`config.mk`:
```
export PLATFORM = sky130hd
export DESIGN_NAME = temp_limit_compare_ctrl
export DESIGN_NICKNAME = d
export VERILOG_FILES = /design/src/tlc_pkg.sv /design/src/conv_wait_timer.sv /design/src/bus_idle_timer.sv /design/src/temp_limit_compare_ctrl.sv
export SDC_FILE = /design/constraint.sdc
export NUM_CORES = 1
export LEC_CHECK = 0
export BUFFER_PORTS_ARGS = -buffer_cell sky130_fd_sc_hd__clkbuf_2
export CAP_MARGIN = 0
export CORE_UTILIZATION = 45
export DETAILED_ROUTE_END_ITERATION = 7
export GPL_TIMING_DRIVEN = 0
export HOLD_SLACK_MARGIN = 0.08
export PLACE_DENSITY = 0.62
export REMOVE_ABC_BUFFERS = 1
export SLEW_MARGIN = 15
export SYNTH_ARGS = -nofsm -noshare
export SYNTH_HDL_FRONTEND = slang
export SYNTH_SLANG_ARGS = --single-unit
```
`constraint.sdc`:
```
create_clock -name mclk -period 3.6 [get_ports mclk]
set_clock_uncertainty 0.2 [all_clocks]
set_input_delay 0.18 -clock mclk [delete_from_list [all_inputs] [get_ports mclk]]
set_output_delay 0.18 -clock mclk [all_outputs]
set_load 0.1 [all_outputs]
```
`src/tlc_pkg.sv`:
```
/*
  Shared constants and carrier types for the temperature limit compare block:
  register offsets, reset values, field positions, FSM states and timing counts.
  Assumes a 100 MHz mclk and a byte-wide register port that carries already-decoded transfers.
*/
package tlc_pkg;

  // Register offsets on the byte register port
  localparam logic [7:0] ADDR_TEMP_HIGH = 8'h00;
  localparam logic [7:0] ADDR_STATUS = 8'h01;
  localparam logic [7:0] ADDR_TEMP_LOW = 8'h02;
  localparam logic [7:0] ADDR_CONFIG = 8'h03;
  localparam logic [7:0] ADDR_RATE = 8'h04;
  localparam logic [7:0] ADDR_UPPER_HIGH = 8'h05;
  localparam logic [7:0] ADDR_UPPER_LOW = 8'h06;
  localparam logic [7:0] ADDR_LOWER_HIGH = 8'h07;
  localparam logic [7:0] ADDR_LOWER_LOW = 8'h08;
  localparam logic [7:0] ADDR_ONE_SHOT = 8'h0F;
  localparam logic [7:0] ADDR_OT_LIMIT = 8'h20;
  localparam logic [7:0] ADDR_OT_HYST = 8'h21;
  localparam logic [7:0] ADDR_TIMEOUT = 8'h22;

  // Reset values
  localparam logic [7:0] RST_RATE = 8'h04;
  localparam logic [7:0] RST_UPPER_HIGH = 8'h55;
  localparam logic [1:0] RST_UPPER_FRAC = 2'h0;
  localparam logic [7:0] RST_LOWER_HIGH = 8'h00;
  localparam logic [1:0] RST_LOWER_FRAC = 2'h0;
  localparam logic [7:0] RST_OT_LIMIT = 8'h55;
  localparam logic [7:0] RST_OT_HYST = 8'h0A;
  localparam logic [7:0] RST_TIMEOUT = 8'h00;
  localparam logic [2:0] RST_CONFIG = 3'h0;

  // Field positions
  localparam int CFG_MASK_BIT = 7;
  localparam int CFG_STANDBY_BIT = 6;
  localparam int CFG_MODE2_BIT = 5;
  localparam int STAT_BUSY_BIT = 7;
  localparam int STAT_HIGH_BIT = 6;
  localparam int STAT_LOW_BIT = 5;
  localparam int STAT_OT_BIT = 0;
  localparam int TIMEOUT_EN_BIT = 7;
  localparam logic [3:0] RATE_MAX_CODE = 4'h9;
  localparam logic [3:0] RATE_TOP_SHIFT = 4'h9;
  localparam logic [9:0] RATE_RESERVED_TICKS = 10'h020;

  // Timing: base tick is 1/32 s, the fastest conversion period
  localparam int CLK_PERIOD_NS = 10;
  localparam int TICK_PERIOD_NS = 31_250_000;
  localparam int TICK_CYCLES = TICK_PERIOD_NS / CLK_PERIOD_NS;
  localparam int BUS_TIMEOUT_MS = 25;
  localparam int BUS_TIMEOUT_CYCLES = BUS_TIMEOUT_MS * 1_000_000 / CLK_PERIOD_NS;
  localparam int CNT_W = 22;

  typedef enum logic [1:0] {
    ST_IDLE = 2'b00,
    ST_CONV = 2'b01,
    ST_WAIT = 2'b10
  } conv_state_e;

  typedef struct packed {
    logic wr;
    logic rd;
    logic [7:0] addr;
    logic [7:0] wdata;
  } reg_req_s;

endpackage : tlc_pkg

```
`src/conv_wait_timer.sv`:
```
/*
  Wait timer between conversions: divides mclk into 1/32 s ticks and counts
  2^(9-code) ticks after each start pulse, or 32 ticks for codes above 9.
  Assumes start and cancel are single-cycle pulses from the conversion FSM.
*/
`timescale 1ns/1ps
module conv_wait_timer #(
  parameter logic [21:0] TICK_CYCLES = 22'(tlc_pkg::TICK_CYCLES)
) (
  input wire logic mclk,
  input wire logic reset,
  input wire logic start,
  input wire logic cancel,
  input wire logic [3:0] rate_code,
  output logic done
);

  logic [21:0] div_q, div_d;
  logic [9:0] ticks_q, ticks_d;
  logic busy_q, busy_d;
  logic done_q, done_d;

  // Reserved codes fall back to the default rate rather than stalling
  function automatic logic [9:0] wait_ticks(input logic [3:0] code);
    if (code > tlc_pkg::RATE_MAX_CODE)
      wait_ticks = tlc_pkg::RATE_RESERVED_TICKS;
    else
      wait_ticks = 10'h001 << (tlc_pkg::RATE_TOP_SHIFT - code);
  endfunction : wait_ticks

  always_comb
  begin
    div_d = div_q;
    ticks_d = ticks_q;
    busy_d = busy_q;
    done_d = 1'b0;
    if (cancel)
    begin
      busy_d = 1'b0;
    end
    else if (start)
    begin
      busy_d = 1'b1;
      div_d = '0;
      ticks_d = wait_ticks(rate_code);
    end
    else if (busy_q)
    begin
      if (div_q == TICK_CYCLES - 22'h1)
      begin
        div_d = '0;
        if (ticks_q == 10'h001)
        begin
          busy_d = 1'b0;
          done_d = 1'b1;
        end
        else
          ticks_d = ticks_q - 10'h001;
      end
      else
        div_d = div_q + 22'h1;
    end
  end

  always_ff @(posedge mclk)
  begin
    if (reset)
    begin
      div_q <= '0;
      ticks_q <= '0;
      busy_q <= 1'b0;
      done_q <= 1'b0;
    end
    else
    begin
      div_q <= div_d;
      ticks_q <= ticks_d;
      busy_q <= busy_d;
      done_q <= done_d;
    end
  end

  assign done = done_q;

  done_needs_busy_a: assert property (@(posedge mclk) disable iff (reset)
    done_q |-> $past(busy_q))
    else $error("Wait done without a running wait");

endmodule : conv_wait_timer

```
`src/bus_idle_timer.sv`:
```
/*
  Bus inactivity timer: counts idle cycles inside a transaction and pulses
  abort when the limit is reached while enabled.
  Assumes activity is a pulse per bus edge from the serial front end.
*/
`timescale 1ns/1ps
module bus_idle_timer #(
  parameter logic [21:0] TIMEOUT_CYCLES = 22'(tlc_pkg::BUS_TIMEOUT_CYCLES)
) (
  input wire logic mclk,
  input wire logic reset,
  input wire logic enable,
  input wire logic in_transaction,
  input wire logic activity,
  output logic abort
);

  logic [21:0] cnt_q, cnt_d;
  logic abort_q, abort_d;

  always_comb
  begin
    cnt_d = cnt_q;
    abort_d = 1'b0;
    if (!enable || !in_transaction || activity)
      cnt_d = '0;
    else if (cnt_q == TIMEOUT_CYCLES - 22'h1)
    begin
      cnt_d = '0;
      abort_d = 1'b1;
    end
    else
      cnt_d = cnt_q + 22'h1;
  end

  always_ff @(posedge mclk)
  begin
    if (reset)
    begin
      cnt_q <= '0;
      abort_q <= 1'b0;
    end
    else
    begin
      cnt_q <= cnt_d;
      abort_q <= abort_d;
    end
  end

  assign abort = abort_q;

  abort_when_enabled_a: assert property (@(posedge mclk) disable iff (reset)
    abort_q |-> $past(enable) && $past(in_transaction))
    else $error("Bus abort while timeout disabled or idle");

endmodule : bus_idle_timer

```
`src/temp_limit_compare_ctrl.sv`:
```
/*
  Conversion scheduling and limit comparison for a small temperature sensor:
  byte register file, conversion FSM, window and over-temperature comparators,
  status flags and the two open-drain outputs.
  Assumes an external converter (conv_start / conv_done / conv_result) and a
  serial front end that delivers decoded byte reads and writes on reg_req.
  // Overview of operation
  // - Low four rate bits select inter-conversion wait
  // - Codes 0-9 give 1/16 to 32 per second
  // - Upper limit ten bits, low byte top two
  // - Lower limit ten bits, same layout
  // - Violation when result <= lower or > upper
  // - Violation sets status flag, drives alert output
  // - Overtemp output asserts when result exceeds limit
  // - Second-thermostat mode asserts alert above upper limit
  // - Hysteresis resets to ten, writable any time
  // - Second-thermostat release uses the same hysteresis
  // - One-shot write in standby runs one conversion
  // - One-shot write ignored in continuous mode
  // - Timeout bit 7 enables bus timeout
  // - Enabled timeout aborts after 25 ms idle
  // - Overtemp holds until below limit minus hysteresis
  // - Standby bit selects continuous or standby
*/
`timescale 1ns/1ps
module temp_limit_compare_ctrl #(
  parameter logic [21:0] TICK_CYCLES = 22'(tlc_pkg::TICK_CYCLES),
  parameter logic [21:0] TIMEOUT_CYCLES = 22'(tlc_pkg::BUS_TIMEOUT_CYCLES)
) (
  input wire logic mclk,
  input wire logic reset,
  input tlc_pkg::reg_req_s reg_req,
  output logic [7:0] reg_rdata,
  output logic reg_rvalid,
  output logic conv_start,
  input wire logic conv_done,
  input wire logic [9:0] conv_result,
  output logic analog_standby,
  input wire logic bus_in_transaction,
  input wire logic bus_activity,
  output logic bus_timeout_abort,
  input wire logic alert_response,
  output logic overtemp_output_o,
  output logic overtemp_output_oe_n,
  output logic alert_or_second_overtemp_pin_o,
  output logic alert_or_second_overtemp_pin_oe_n
);

  // Register file
  logic [7:0] rate_q, rate_d;
  logic [7:0] upper_high_q, upper_high_d;
  logic [1:0] upper_frac_q, upper_frac_d;
  logic [7:0] lower_high_q, lower_high_d;
  logic [1:0] lower_frac_q, lower_frac_d;
  logic [7:0] ot_limit_q, ot_limit_d;
  logic [7:0] ot_hyst_q, ot_hyst_d;
  logic [7:0] timeout_q, timeout_d;
  logic mask_q, mask_d;
  logic standby_q, standby_d;
  logic mode2_q, mode2_d;
  logic [7:0] rdata_q, rdata_d;
  logic rvalid_q, rvalid_d;
  logic [1:0] frac_lock_q, frac_lock_d;
  logic limit_wr_q, limit_wr_d;

  // Conversion FSM
  tlc_pkg::conv_state_e state_q, state_d;
  logic conv_start_q, conv_start_d;
  logic [9:0] result_q, result_d;
  logic eval_q, eval_d;
  logic wait_start;
  logic wait_cancel;
  logic wait_done;

  // Comparison and outputs
  logic flag_high_q, flag_high_d;
  logic flag_low_q, flag_low_d;
  logic flag_ot_q, flag_ot_d;
  logic ot_q, ot_d;
  logic second_q, second_d;
  logic alert_q, alert_d;

  logic wr_hit, rd_hit;
  logic oneshot_wr;
  logic status_rd;
  logic [9:0] upper10, lower10, ot10, hyst10;
  logic [10:0] ot_release, upper_release;
  logic above_upper, at_or_below_lower, above_ot;
  logic below_ot_release, below_upper_release;

  assign wr_hit = reg_req.wr;
  assign rd_hit = reg_req.rd;
  assign oneshot_wr = wr_hit && (reg_req.addr == tlc_pkg::ADDR_ONE_SHOT);
  assign status_rd = rd_hit && (reg_req.addr == tlc_pkg::ADDR_STATUS);

  // Limits widened to the 10-bit result scale
  assign upper10 = {upper_high_q, upper_frac_q};
  assign lower10 = {lower_high_q, lower_frac_q};
  assign ot10 = {ot_limit_q, 2'b00};
  assign hyst10 = {ot_hyst_q, 2'b00};
  // A borrow means the release point is below zero, so the output never releases
  assign ot_release = {1'b0, ot10} - {1'b0, hyst10};
  assign upper_release = {1'b0, upper10} - {1'b0, hyst10};
  assign above_upper = result_q > upper10;
  assign at_or_below_lower = result_q <= lower10;
  assign above_ot = result_q > ot10;
  assign below_ot_release = !ot_release[10] && ({1'b0, result_q} < ot_release);
  assign below_upper_release = !upper_release[10] && ({1'b0, result_q} < upper_release);

  always_comb
  begin
    rate_d = rate_q;
    upper_high_d = upper_high_q;
    upper_frac_d = upper_frac_q;
    lower_high_d = lower_high_q;
    lower_frac_d = lower_frac_q;
    ot_limit_d = ot_limit_q;
    ot_hyst_d = ot_hyst_q;
    timeout_d = timeout_q;
    mask_d = mask_q;
    standby_d = standby_q;
    mode2_d = mode2_q;
    frac_lock_d = frac_lock_q;
    limit_wr_d = 1'b0;
    rvalid_d = rd_hit;
    rdata_d = rdata_q;
    if (wr_hit)
    begin
      case (reg_req.addr)
        tlc_pkg::ADDR_CONFIG:
        begin
          mask_d = reg_req.wdata[tlc_pkg::CFG_MASK_BIT];
          standby_d = reg_req.wdata[tlc_pkg::CFG_STANDBY_BIT];
          mode2_d = reg_req.wdata[tlc_pkg::CFG_MODE2_BIT];
        end
        tlc_pkg::ADDR_RATE: rate_d = reg_req.wdata;
        tlc_pkg::ADDR_UPPER_HIGH: upper_high_d = reg_req.wdata;
        tlc_pkg::ADDR_UPPER_LOW: upper_frac_d = reg_req.wdata[7:6];
        tlc_pkg::ADDR_LOWER_HIGH: lower_high_d = reg_req.wdata;
        tlc_pkg::ADDR_LOWER_LOW: lower_frac_d = reg_req.wdata[7:6];
        tlc_pkg::ADDR_OT_LIMIT: ot_limit_d = reg_req.wdata;
        tlc_pkg::ADDR_OT_HYST: ot_hyst_d = reg_req.wdata;
        tlc_pkg::ADDR_TIMEOUT: timeout_d = reg_req.wdata;
        default: ;
      endcase
      // Limit changes are judged against the stored result right away
      case (reg_req.addr)
        tlc_pkg::ADDR_UPPER_HIGH, tlc_pkg::ADDR_UPPER_LOW, tlc_pkg::ADDR_LOWER_HIGH,
        tlc_pkg::ADDR_LOWER_LOW, tlc_pkg::ADDR_OT_LIMIT, tlc_pkg::ADDR_OT_HYST:
          limit_wr_d = 1'b1;
        default: ;
      endcase
    end
    if (rd_hit)
    begin
      case (reg_req.addr)
        tlc_pkg::ADDR_TEMP_HIGH:
        begin
          rdata_d = result_q[9:2];
          // Freeze the fraction so a later low-byte read matches this high byte
          frac_lock_d = result_q[1:0];
        end
        tlc_pkg::ADDR_STATUS:
          rdata_d = {(state_q == tlc_pkg::ST_CONV), flag_high_q, flag_low_q, 4'h0, flag_ot_q};
        tlc_pkg::ADDR_TEMP_LOW: rdata_d = {frac_lock_q, 6'h00};
        tlc_pkg::ADDR_CONFIG: rdata_d = {mask_q, standby_q, mode2_q, 5'h00};
        tlc_pkg::ADDR_RATE: rdata_d = rate_q;
        tlc_pkg::ADDR_UPPER_HIGH: rdata_d = upper_high_q;
        tlc_pkg::ADDR_UPPER_LOW: rdata_d = {upper_frac_q, 6'h00};
        tlc_pkg::ADDR_LOWER_HIGH: rdata_d = lower_high_q;
        tlc_pkg::ADDR_LOWER_LOW: rdata_d = {lower_frac_q, 6'h00};
        tlc_pkg::ADDR_OT_LIMIT: rdata_d = ot_limit_q;
        tlc_pkg::ADDR_OT_HYST: rdata_d = ot_hyst_q;
        tlc_pkg::ADDR_TIMEOUT: rdata_d = timeout_q;
        default: rdata_d = 8'h00;
      endcase
    end
  end

  always_ff @(posedge mclk)
  begin
    if (reset)
    begin
      rate_q <= tlc_pkg::RST_RATE;
      upper_high_q <= tlc_pkg::RST_UPPER_HIGH;
      upper_frac_q <= tlc_pkg::RST_UPPER_FRAC;
      lower_high_q <= tlc_pkg::RST_LOWER_HIGH;
      lower_frac_q <= tlc_pkg::RST_LOWER_FRAC;
      ot_limit_q <= tlc_pkg::RST_OT_LIMIT;
      ot_hyst_q <= tlc_pkg::RST_OT_HYST;
      timeout_q <= tlc_pkg::RST_TIMEOUT;
      {mask_q, standby_q, mode2_q} <= tlc_pkg::RST_CONFIG;
      frac_lock_q <= 2'h0;
      limit_wr_q <= 1'b0;
      rdata_q <= 8'h00;
      rvalid_q <= 1'b0;
    end
    else
    begin
      rate_q <= rate_d;
      upper_high_q <= upper_high_d;
      upper_frac_q <= upper_frac_d;
      lower_high_q <= lower_high_d;
      lower_frac_q <= lower_frac_d;
      ot_limit_q <= ot_limit_d;
      ot_hyst_q <= ot_hyst_d;
      timeout_q <= timeout_d;
      mask_q <= mask_d;
      standby_q <= standby_d;
      mode2_q <= mode2_d;
      frac_lock_q <= frac_lock_d;
      limit_wr_q <= limit_wr_d;
      rdata_q <= rdata_d;
      rvalid_q <= rvalid_d;
    end
  end

  // Conversion scheduling
  assign wait_start = (state_q == tlc_pkg::ST_CONV) && conv_done && !standby_q;
  assign wait_cancel = (state_q == tlc_pkg::ST_WAIT) && standby_q;

  always_comb
  begin
    state_d = state_q;
    conv_start_d = 1'b0;
    result_d = result_q;
    eval_d = limit_wr_q;
    case (state_q)
      tlc_pkg::ST_IDLE:
      begin
        if (!standby_q || oneshot_wr)
        begin
          state_d = tlc_pkg::ST_CONV;
          conv_start_d = 1'b1;
        end
      end
      tlc_pkg::ST_CONV:
      begin
        if (conv_done)
        begin
          result_d = conv_result;
          eval_d = 1'b1;
          state_d = standby_q ? tlc_pkg::ST_IDLE : tlc_pkg::ST_WAIT;
        end
      end
      tlc_pkg::ST_WAIT:
      begin
        // One-shot writes are not looked at here, so they fall away in run mode
        if (standby_q)
          state_d = tlc_pkg::ST_IDLE;
        else if (wait_done)
        begin
          state_d = tlc_pkg::ST_CONV;
          conv_start_d = 1'b1;
        end
      end
      default: state_d = tlc_pkg::ST_IDLE;
    endcase
  end

  always_ff @(posedge mclk)
  begin
    if (reset)
    begin
      state_q <= tlc_pkg::ST_IDLE;
      conv_start_q <= 1'b0;
      result_q <= 10'h000;
      eval_q <= 1'b0;
    end
    else
    begin
      state_q <= state_d;
      conv_start_q <= conv_start_d;
      result_q <= result_d;
      eval_q <= eval_d;
    end
  end

  conv_wait_timer #(
    .TICK_CYCLES(TICK_CYCLES)
  ) u_wait (
    .mclk(mclk),
    .reset(reset),
    .start(wait_start),
    .cancel(wait_cancel),
    .rate_code(rate_q[3:0]),
    .done(wait_done)
  );

  bus_idle_timer #(
    .TIMEOUT_CYCLES(TIMEOUT_CYCLES)
  ) u_idle (
    .mclk(mclk),
    .reset(reset),
    .enable(timeout_q[tlc_pkg::TIMEOUT_EN_BIT]),
    .in_transaction(bus_in_transaction),
    .activity(bus_activity),
    .abort(bus_timeout_abort)
  );

  // Comparison, status flags and pin states; a new violation beats a clearing read
  always_comb
  begin
    flag_high_d = flag_high_q;
    flag_low_d = flag_low_q;
    flag_ot_d = flag_ot_q;
    ot_d = ot_q;
    second_d = second_q;
    alert_d = alert_q;
    if (status_rd)
    begin
      flag_high_d = flag_high_q && above_upper;
      flag_low_d = flag_low_q && at_or_below_lower;
      flag_ot_d = flag_ot_q && above_ot;
    end
    if (alert_response && !flag_high_q && !flag_low_q)
      alert_d = 1'b0;
    if (eval_q)
    begin
      if (above_upper)
        flag_high_d = 1'b1;
      if (at_or_below_lower)
        flag_low_d = 1'b1;
      if (above_ot)
      begin
        flag_ot_d = 1'b1;
        ot_d = 1'b1;
      end
      else if (below_ot_release)
        ot_d = 1'b0;
      if (above_upper)
        second_d = 1'b1;
      else if (below_upper_release)
        second_d = 1'b0;
      if ((above_upper || at_or_below_lower) && !mask_q)
        alert_d = 1'b1;
    end
  end

  always_ff @(posedge mclk)
  begin
    if (reset)
    begin
      flag_high_q <= 1'b0;
      flag_low_q <= 1'b0;
      flag_ot_q <= 1'b0;
      ot_q <= 1'b0;
      second_q <= 1'b0;
      alert_q <= 1'b0;
    end
    else
    begin
      flag_high_q <= flag_high_d;
      flag_low_q <= flag_low_d;
      flag_ot_q <= flag_ot_d;
      ot_q <= ot_d;
      second_q <= second_d;
      alert_q <= alert_d;
    end
  end

  // Open-drain: pins only ever pull low, enable is active low
  assign overtemp_output_o = 1'b0;
  assign overtemp_output_oe_n = !ot_q;
  assign alert_or_second_overtemp_pin_o = 1'b0;
  assign alert_or_second_overtemp_pin_oe_n = mode2_q ? !second_q : !alert_q;
  assign reg_rdata = rdata_q;
  assign reg_rvalid = rvalid_q;
  assign conv_start = conv_start_q;
  assign analog_standby = standby_q && (state_q == tlc_pkg::ST_IDLE);

  upper_flag_set_a: assert property (@(posedge mclk) disable iff (reset)
    eval_q && (result_q > upper10) |=> flag_high_q)
    else $error("High flag not set on upper violation");

  lower_flag_set_a: assert property (@(posedge mclk) disable iff (reset)
    eval_q && (result_q <= lower10) |=> flag_low_q)
    else $error("Low flag not set at or below lower limit");

  overtemp_assert_a: assert property (@(posedge mclk) disable iff (reset)
    eval_q && (result_q > ot10) |=> !overtemp_output_oe_n)
    else $error("Overtemp pin not driven above limit");

  overtemp_hold_a: assert property (@(posedge mclk) disable iff (reset)
    ot_q && !(eval_q && below_ot_release) |=> ot_q)
    else $error("Overtemp released above hysteresis point");

  second_mode_a: assert property (@(posedge mclk) disable iff (reset)
    mode2_q && eval_q && above_upper && !(wr_hit && reg_req.addr == tlc_pkg::ADDR_CONFIG)
      |=> !alert_or_second_overtemp_pin_oe_n)
    else $error("Second thermostat pin not driven above upper limit");

  low_byte_zero_a: assert property (@(posedge mclk) disable iff (reset)
    rd_hit && (reg_req.addr == tlc_pkg::ADDR_UPPER_LOW) |=> reg_rvalid && (reg_rdata[5:0] == 6'h00))
    else $error("Upper limit low byte spare bits not zero");

  hyst_reset_a: assert property (@(posedge mclk)
    reset |=> ot_hyst_q == 8'h0A)
    else $error("Hysteresis not ten after reset");

  one_shot_start_a: assert property (@(posedge mclk) disable iff (reset)
    (state_q == tlc_pkg::ST_IDLE) && standby_q && oneshot_wr |=> conv_start_q ##1 state_q == tlc_pkg::ST_CONV)
    else $error("One-shot in standby did not start a conversion");

  one_shot_ignored_a: assert property (@(posedge mclk) disable iff (reset)
    (state_q == tlc_pkg::ST_WAIT) && !standby_q && oneshot_wr && !wait_done |=> !conv_start_q)
    else $error("One-shot accepted in continuous mode");

  standby_quiet_a: assert property (@(posedge mclk) disable iff (reset)
    (state_q == tlc_pkg::ST_IDLE) && standby_q && !oneshot_wr |=> !conv_start_q)
    else $error("Conversion started in standby without one-shot");

endmodule : temp_limit_compare_ctrl

```
==> metrics.md <==
| Metric | Value |
|---|---|
| Outcome | finished with violations |
| Failing checks | design-rule violations |
| Crit end category | register |
| Sequential element share of the synthesized area | 34.5% |
| Max rail drop VDD | 0.330 mV |
| Slew HR | 33.8% |
| Mean post-synth cell area | 8.43 µm² |
| Area Overhead vs Synth | 14.5% |
| FF+latch count, synth | 144 |
| Via density | 5.50 |
| GRT overflow | 0 |
| Core footprint | 18,100 µm² |
| First-pass GRT wire length | 35.1 mm |
| Post-synth top flop | dfxtp_1 |
| CTS Buffer Depth | 2 |
| GRT Total Usage | 23.0% |
| Post CTS Setup Buffer Count | 0 |
| Pwr Density | 394 nW/µm² |
| Via count | 7,054 |
| Post-synth top area cell | dfxtp_1 |
| Fin. max-slew vios | 0 |
| Number of synthesized flops with an enable pin | 0 |
| Clk root buf | clkbuf_16 |
| Cts bufs inserted | 17 |
| Min Tclk post-route | 3.20 ns |
| Aggregate negative setup slack | 0 ns |
| Post-synthesis async set-or-reset flop share | 0% |
| Initial antenna violation count | 0 |
| Hold Crit Class | input port to register |
| Slowest-stage cell, CP | dfxtp_1 |
| Worst-margin pin slew | 0.989 ns |
| Crit Path Class | register to register |
| Ports | 50 |
| Worst-path maximum fanout | 5 |
| Synth warn | 0 |
| Vias in the first global route | 6,808 |
| Worst path cell trace | inv_1 -> ha_1 -> nor2b_1 -> o21ai_0 -> a21boi_0 -> o21ai_0 -> a21oi_1 -> xnor2_1 -> ha_1 -> o21ai_0 -> a21oi_1 -> o211ai_1 -> a41o_1 -> a21oi_1 |
| Finished layout cell area | 9570 µm² |
| Leakage power | 3.96 nW |
| F_max | 313 MHz |
| Residual DRC | 10 |
| Post-DP Area | 8730 µm² |
| CTS tree | yes |
| Final hold viol count | 0 |
| Unique cell type count in the Yosys netlist | 75 |
| Final Setup Violations | 0 |
| Netlist Area Pre-Place | 8360 µm² |
| Worst-Skew Late Latency | 0.42 ns |
| Gpl congestion | 0.870 |
| Period utilization | 88.8% |
| WL final | 21.3 mm |
| N_diodes | 0 |
| DIE AREA | 19,100 µm² |
| Final core occ | 52.9% |
| Largest net degree at the start of global routing | 69 |
| Fillers | 1,743 |
| Largest cells by area after synthesis | dfxtp_1 (34%), ha_1 (9.6%), mux2i_1 (8.1%) |
| Violation count after the first detailed-routing iteration | 359 |
| CP Data Required Time | 3.75 ns |
| Starting density of the core | 46.2% |
| I/O Buffers | 47 |
| Post-synthesis cell count | 992 |
| Die Y | 138 µm |
| CP startpoint kind | register |
| Placed cell count | 1,225 |
| Antenna Violating Nets Remaining | 0 |
| RSZ-0062 raised after global routing | false |
| CP delay by family, top | compound AO/OA/AOI/OAI gates |
| Crit path buffers/inverters | 1 |
| Worst Path Arrival | 3.35 ns |
| Die width | 138 µm |
| DR WL/cell | 16.6 µm |
| Row count | 49 |
| Share of the synthesized area in the top cell type | 34.5% |
| Share of layout cells above drive strength 1 | 9.87% |
| CTS H-tree depth | 4 |
| CP max stage delay | 0.49 ns |
| # nets final | 1,142 |
| Reg clk slew, reported paths | 0.06 ns |
| Worst hold-check slack | 0.129 ns |
| Fin cells | 1,283 |
| First-pass DRT Iterations | 7 |
| CTS sink count | 144 |
| Hpwl dp | 15.2 mm |
| Max-cap violations | 0 |
==> logic make-up (layout without fill, tap and decap cells) <==
group,after synthesis,after routing,share of synthesized area (%)
AOI/OAI and AO/OA,175,175,13.5
and+or+nand+nor,388,388,23.1
xor gates and xnor gates,47,47,4.92
adders and majority gates,66,66,10.1
other,1,2,0.0449
DFF,144,144,34.5
buffers and inverters,100,161,5.04
muxes,71,71,8.81
==> metrics by stage <==
| step | worst slack, ns | power, mW |
|---|---|---|
| floorplan | -0.261 | 1.90 |
| global placement | -1.84 | 2.03 |
| detailed placement | 0.405 | 2.04 |
| CTS | 0.375 | 3.80 |
| global route | 0.0167 | 3.90 |
| finish | 0.402 | 3.77 |
==> cells in the mapped netlist (7+ instances only) <==
master	number
a22oi_1	7
and4_1	7
nand2_1	103
buf_2	7
nor3_1	20
dfxtp_1	144
nand3_1	38
nand4_1	15
o21ai_0	34
xnor2_1	17
ha_1	64
inv_1	53
clkbuf_1	31
xor2_1	30
nor2_1	120
nor2b_1	14
a21oi_1	54
a21o_1	9
o211ai_1	10
mux2i_1	68
and3_1	10
a22o_1	9
==> final timing paths <==
| kind | cells after the start | from | end | slack, ns |
|---|---|---|---|---|
| max | 14 | ot_hyst_q[1] | ot_q | 0.40 |
| max reg2reg | 14 | ot_hyst_q[1] | ot_q | 0.40 |
| min | 5 | reg_req[10] | flag_ot_q | 0.13 |
| min reg2reg | 2 | alert_q | alert_q | 0.25 |
==> placed cells by master (no fill, tap or decap), types with 7 or more instances in the layout <==
cell type      instances
dfxtp_1              144
nor2_1               120
nand2_1              103
mux2i_1               68
ha_1                  64
a21oi_1               54
inv_1                 53
clkbuf_2              46
nand3_1               38
o21ai_0               33
xor2_1                30
dlygate4sd3_1         27
nor3_1                20
xnor2_1               17
clkbuf_16             17
nand4_1               15
nor2b_1               14
and3_1                10
o211ai_1              10
a21o_1                 9
a22o_1                 9
a22oi_1                7
and4_1                 7
==> report_power, final <==
part | leakage (nW) | total (mW) | switching [mW] | internal (mW)
Sequential | 1.16 | 1.66 | 0.0379 | 1.62
Clock | 0.265 | 1.74 | 0.722 | 1.02
Combinational | 2.54 | 0.374 | 0.230 | 0.145
==> worst min-delay path: stages <==
cell      delay [ns]
clkbuf_2        0.15
nor3_2          0.11
nand3_1         0.14
nand3_1         0.09
nand2_1         0.06
==> state kept, by name (all words and copies together), names as in the netlist, 2 cells and up <==
register and count:
u_idle.cnt_q 22, upper_frac_q 2, lower_frac_q 2, result_q 10, state_q 2, timeout_q 8
ot_limit_q 8, lower_high_q 8, reg_rdata 8, frac_lock_q 2, ot_hyst_q 8, u_wait.div_q 22
upper_high_q 8, rate_q 8, u_wait.ticks_q 10
==> final cells by class <==
class,instances,area (µm²),share of cell area [%]
multi-input cells,749,5080,53.1
flip-flops and latches,144,2880,30.1
repair buffers,77,558,5.83
clock buffers,18,429,4.48
well taps,229,287,2.99
inverters,53,199,2.08
clock inverters,13,139,1.45
==> routing by layer <==
metal / global-route usage, % / share of wire (%) / vias to the layer above / wire length [µm]
met4: 8.40 / 2.2 / 0 / 467
met2: 38.0 / 47 / 140 / 10000
met1: 29.9 / 47 / 3309 / 9950
met5: 0 / 0 / - / 0
met3: 4.05 / 4.2 / 25 / 890
li1: - / - / 3580 / -
==> repair_timing <==
action | CTS | global route
hold buffers | 27 | 0
resized for setup | 0 | 0
endpoints found under the hold margin | 87 | 0
(Power assumes the default switching activity.)
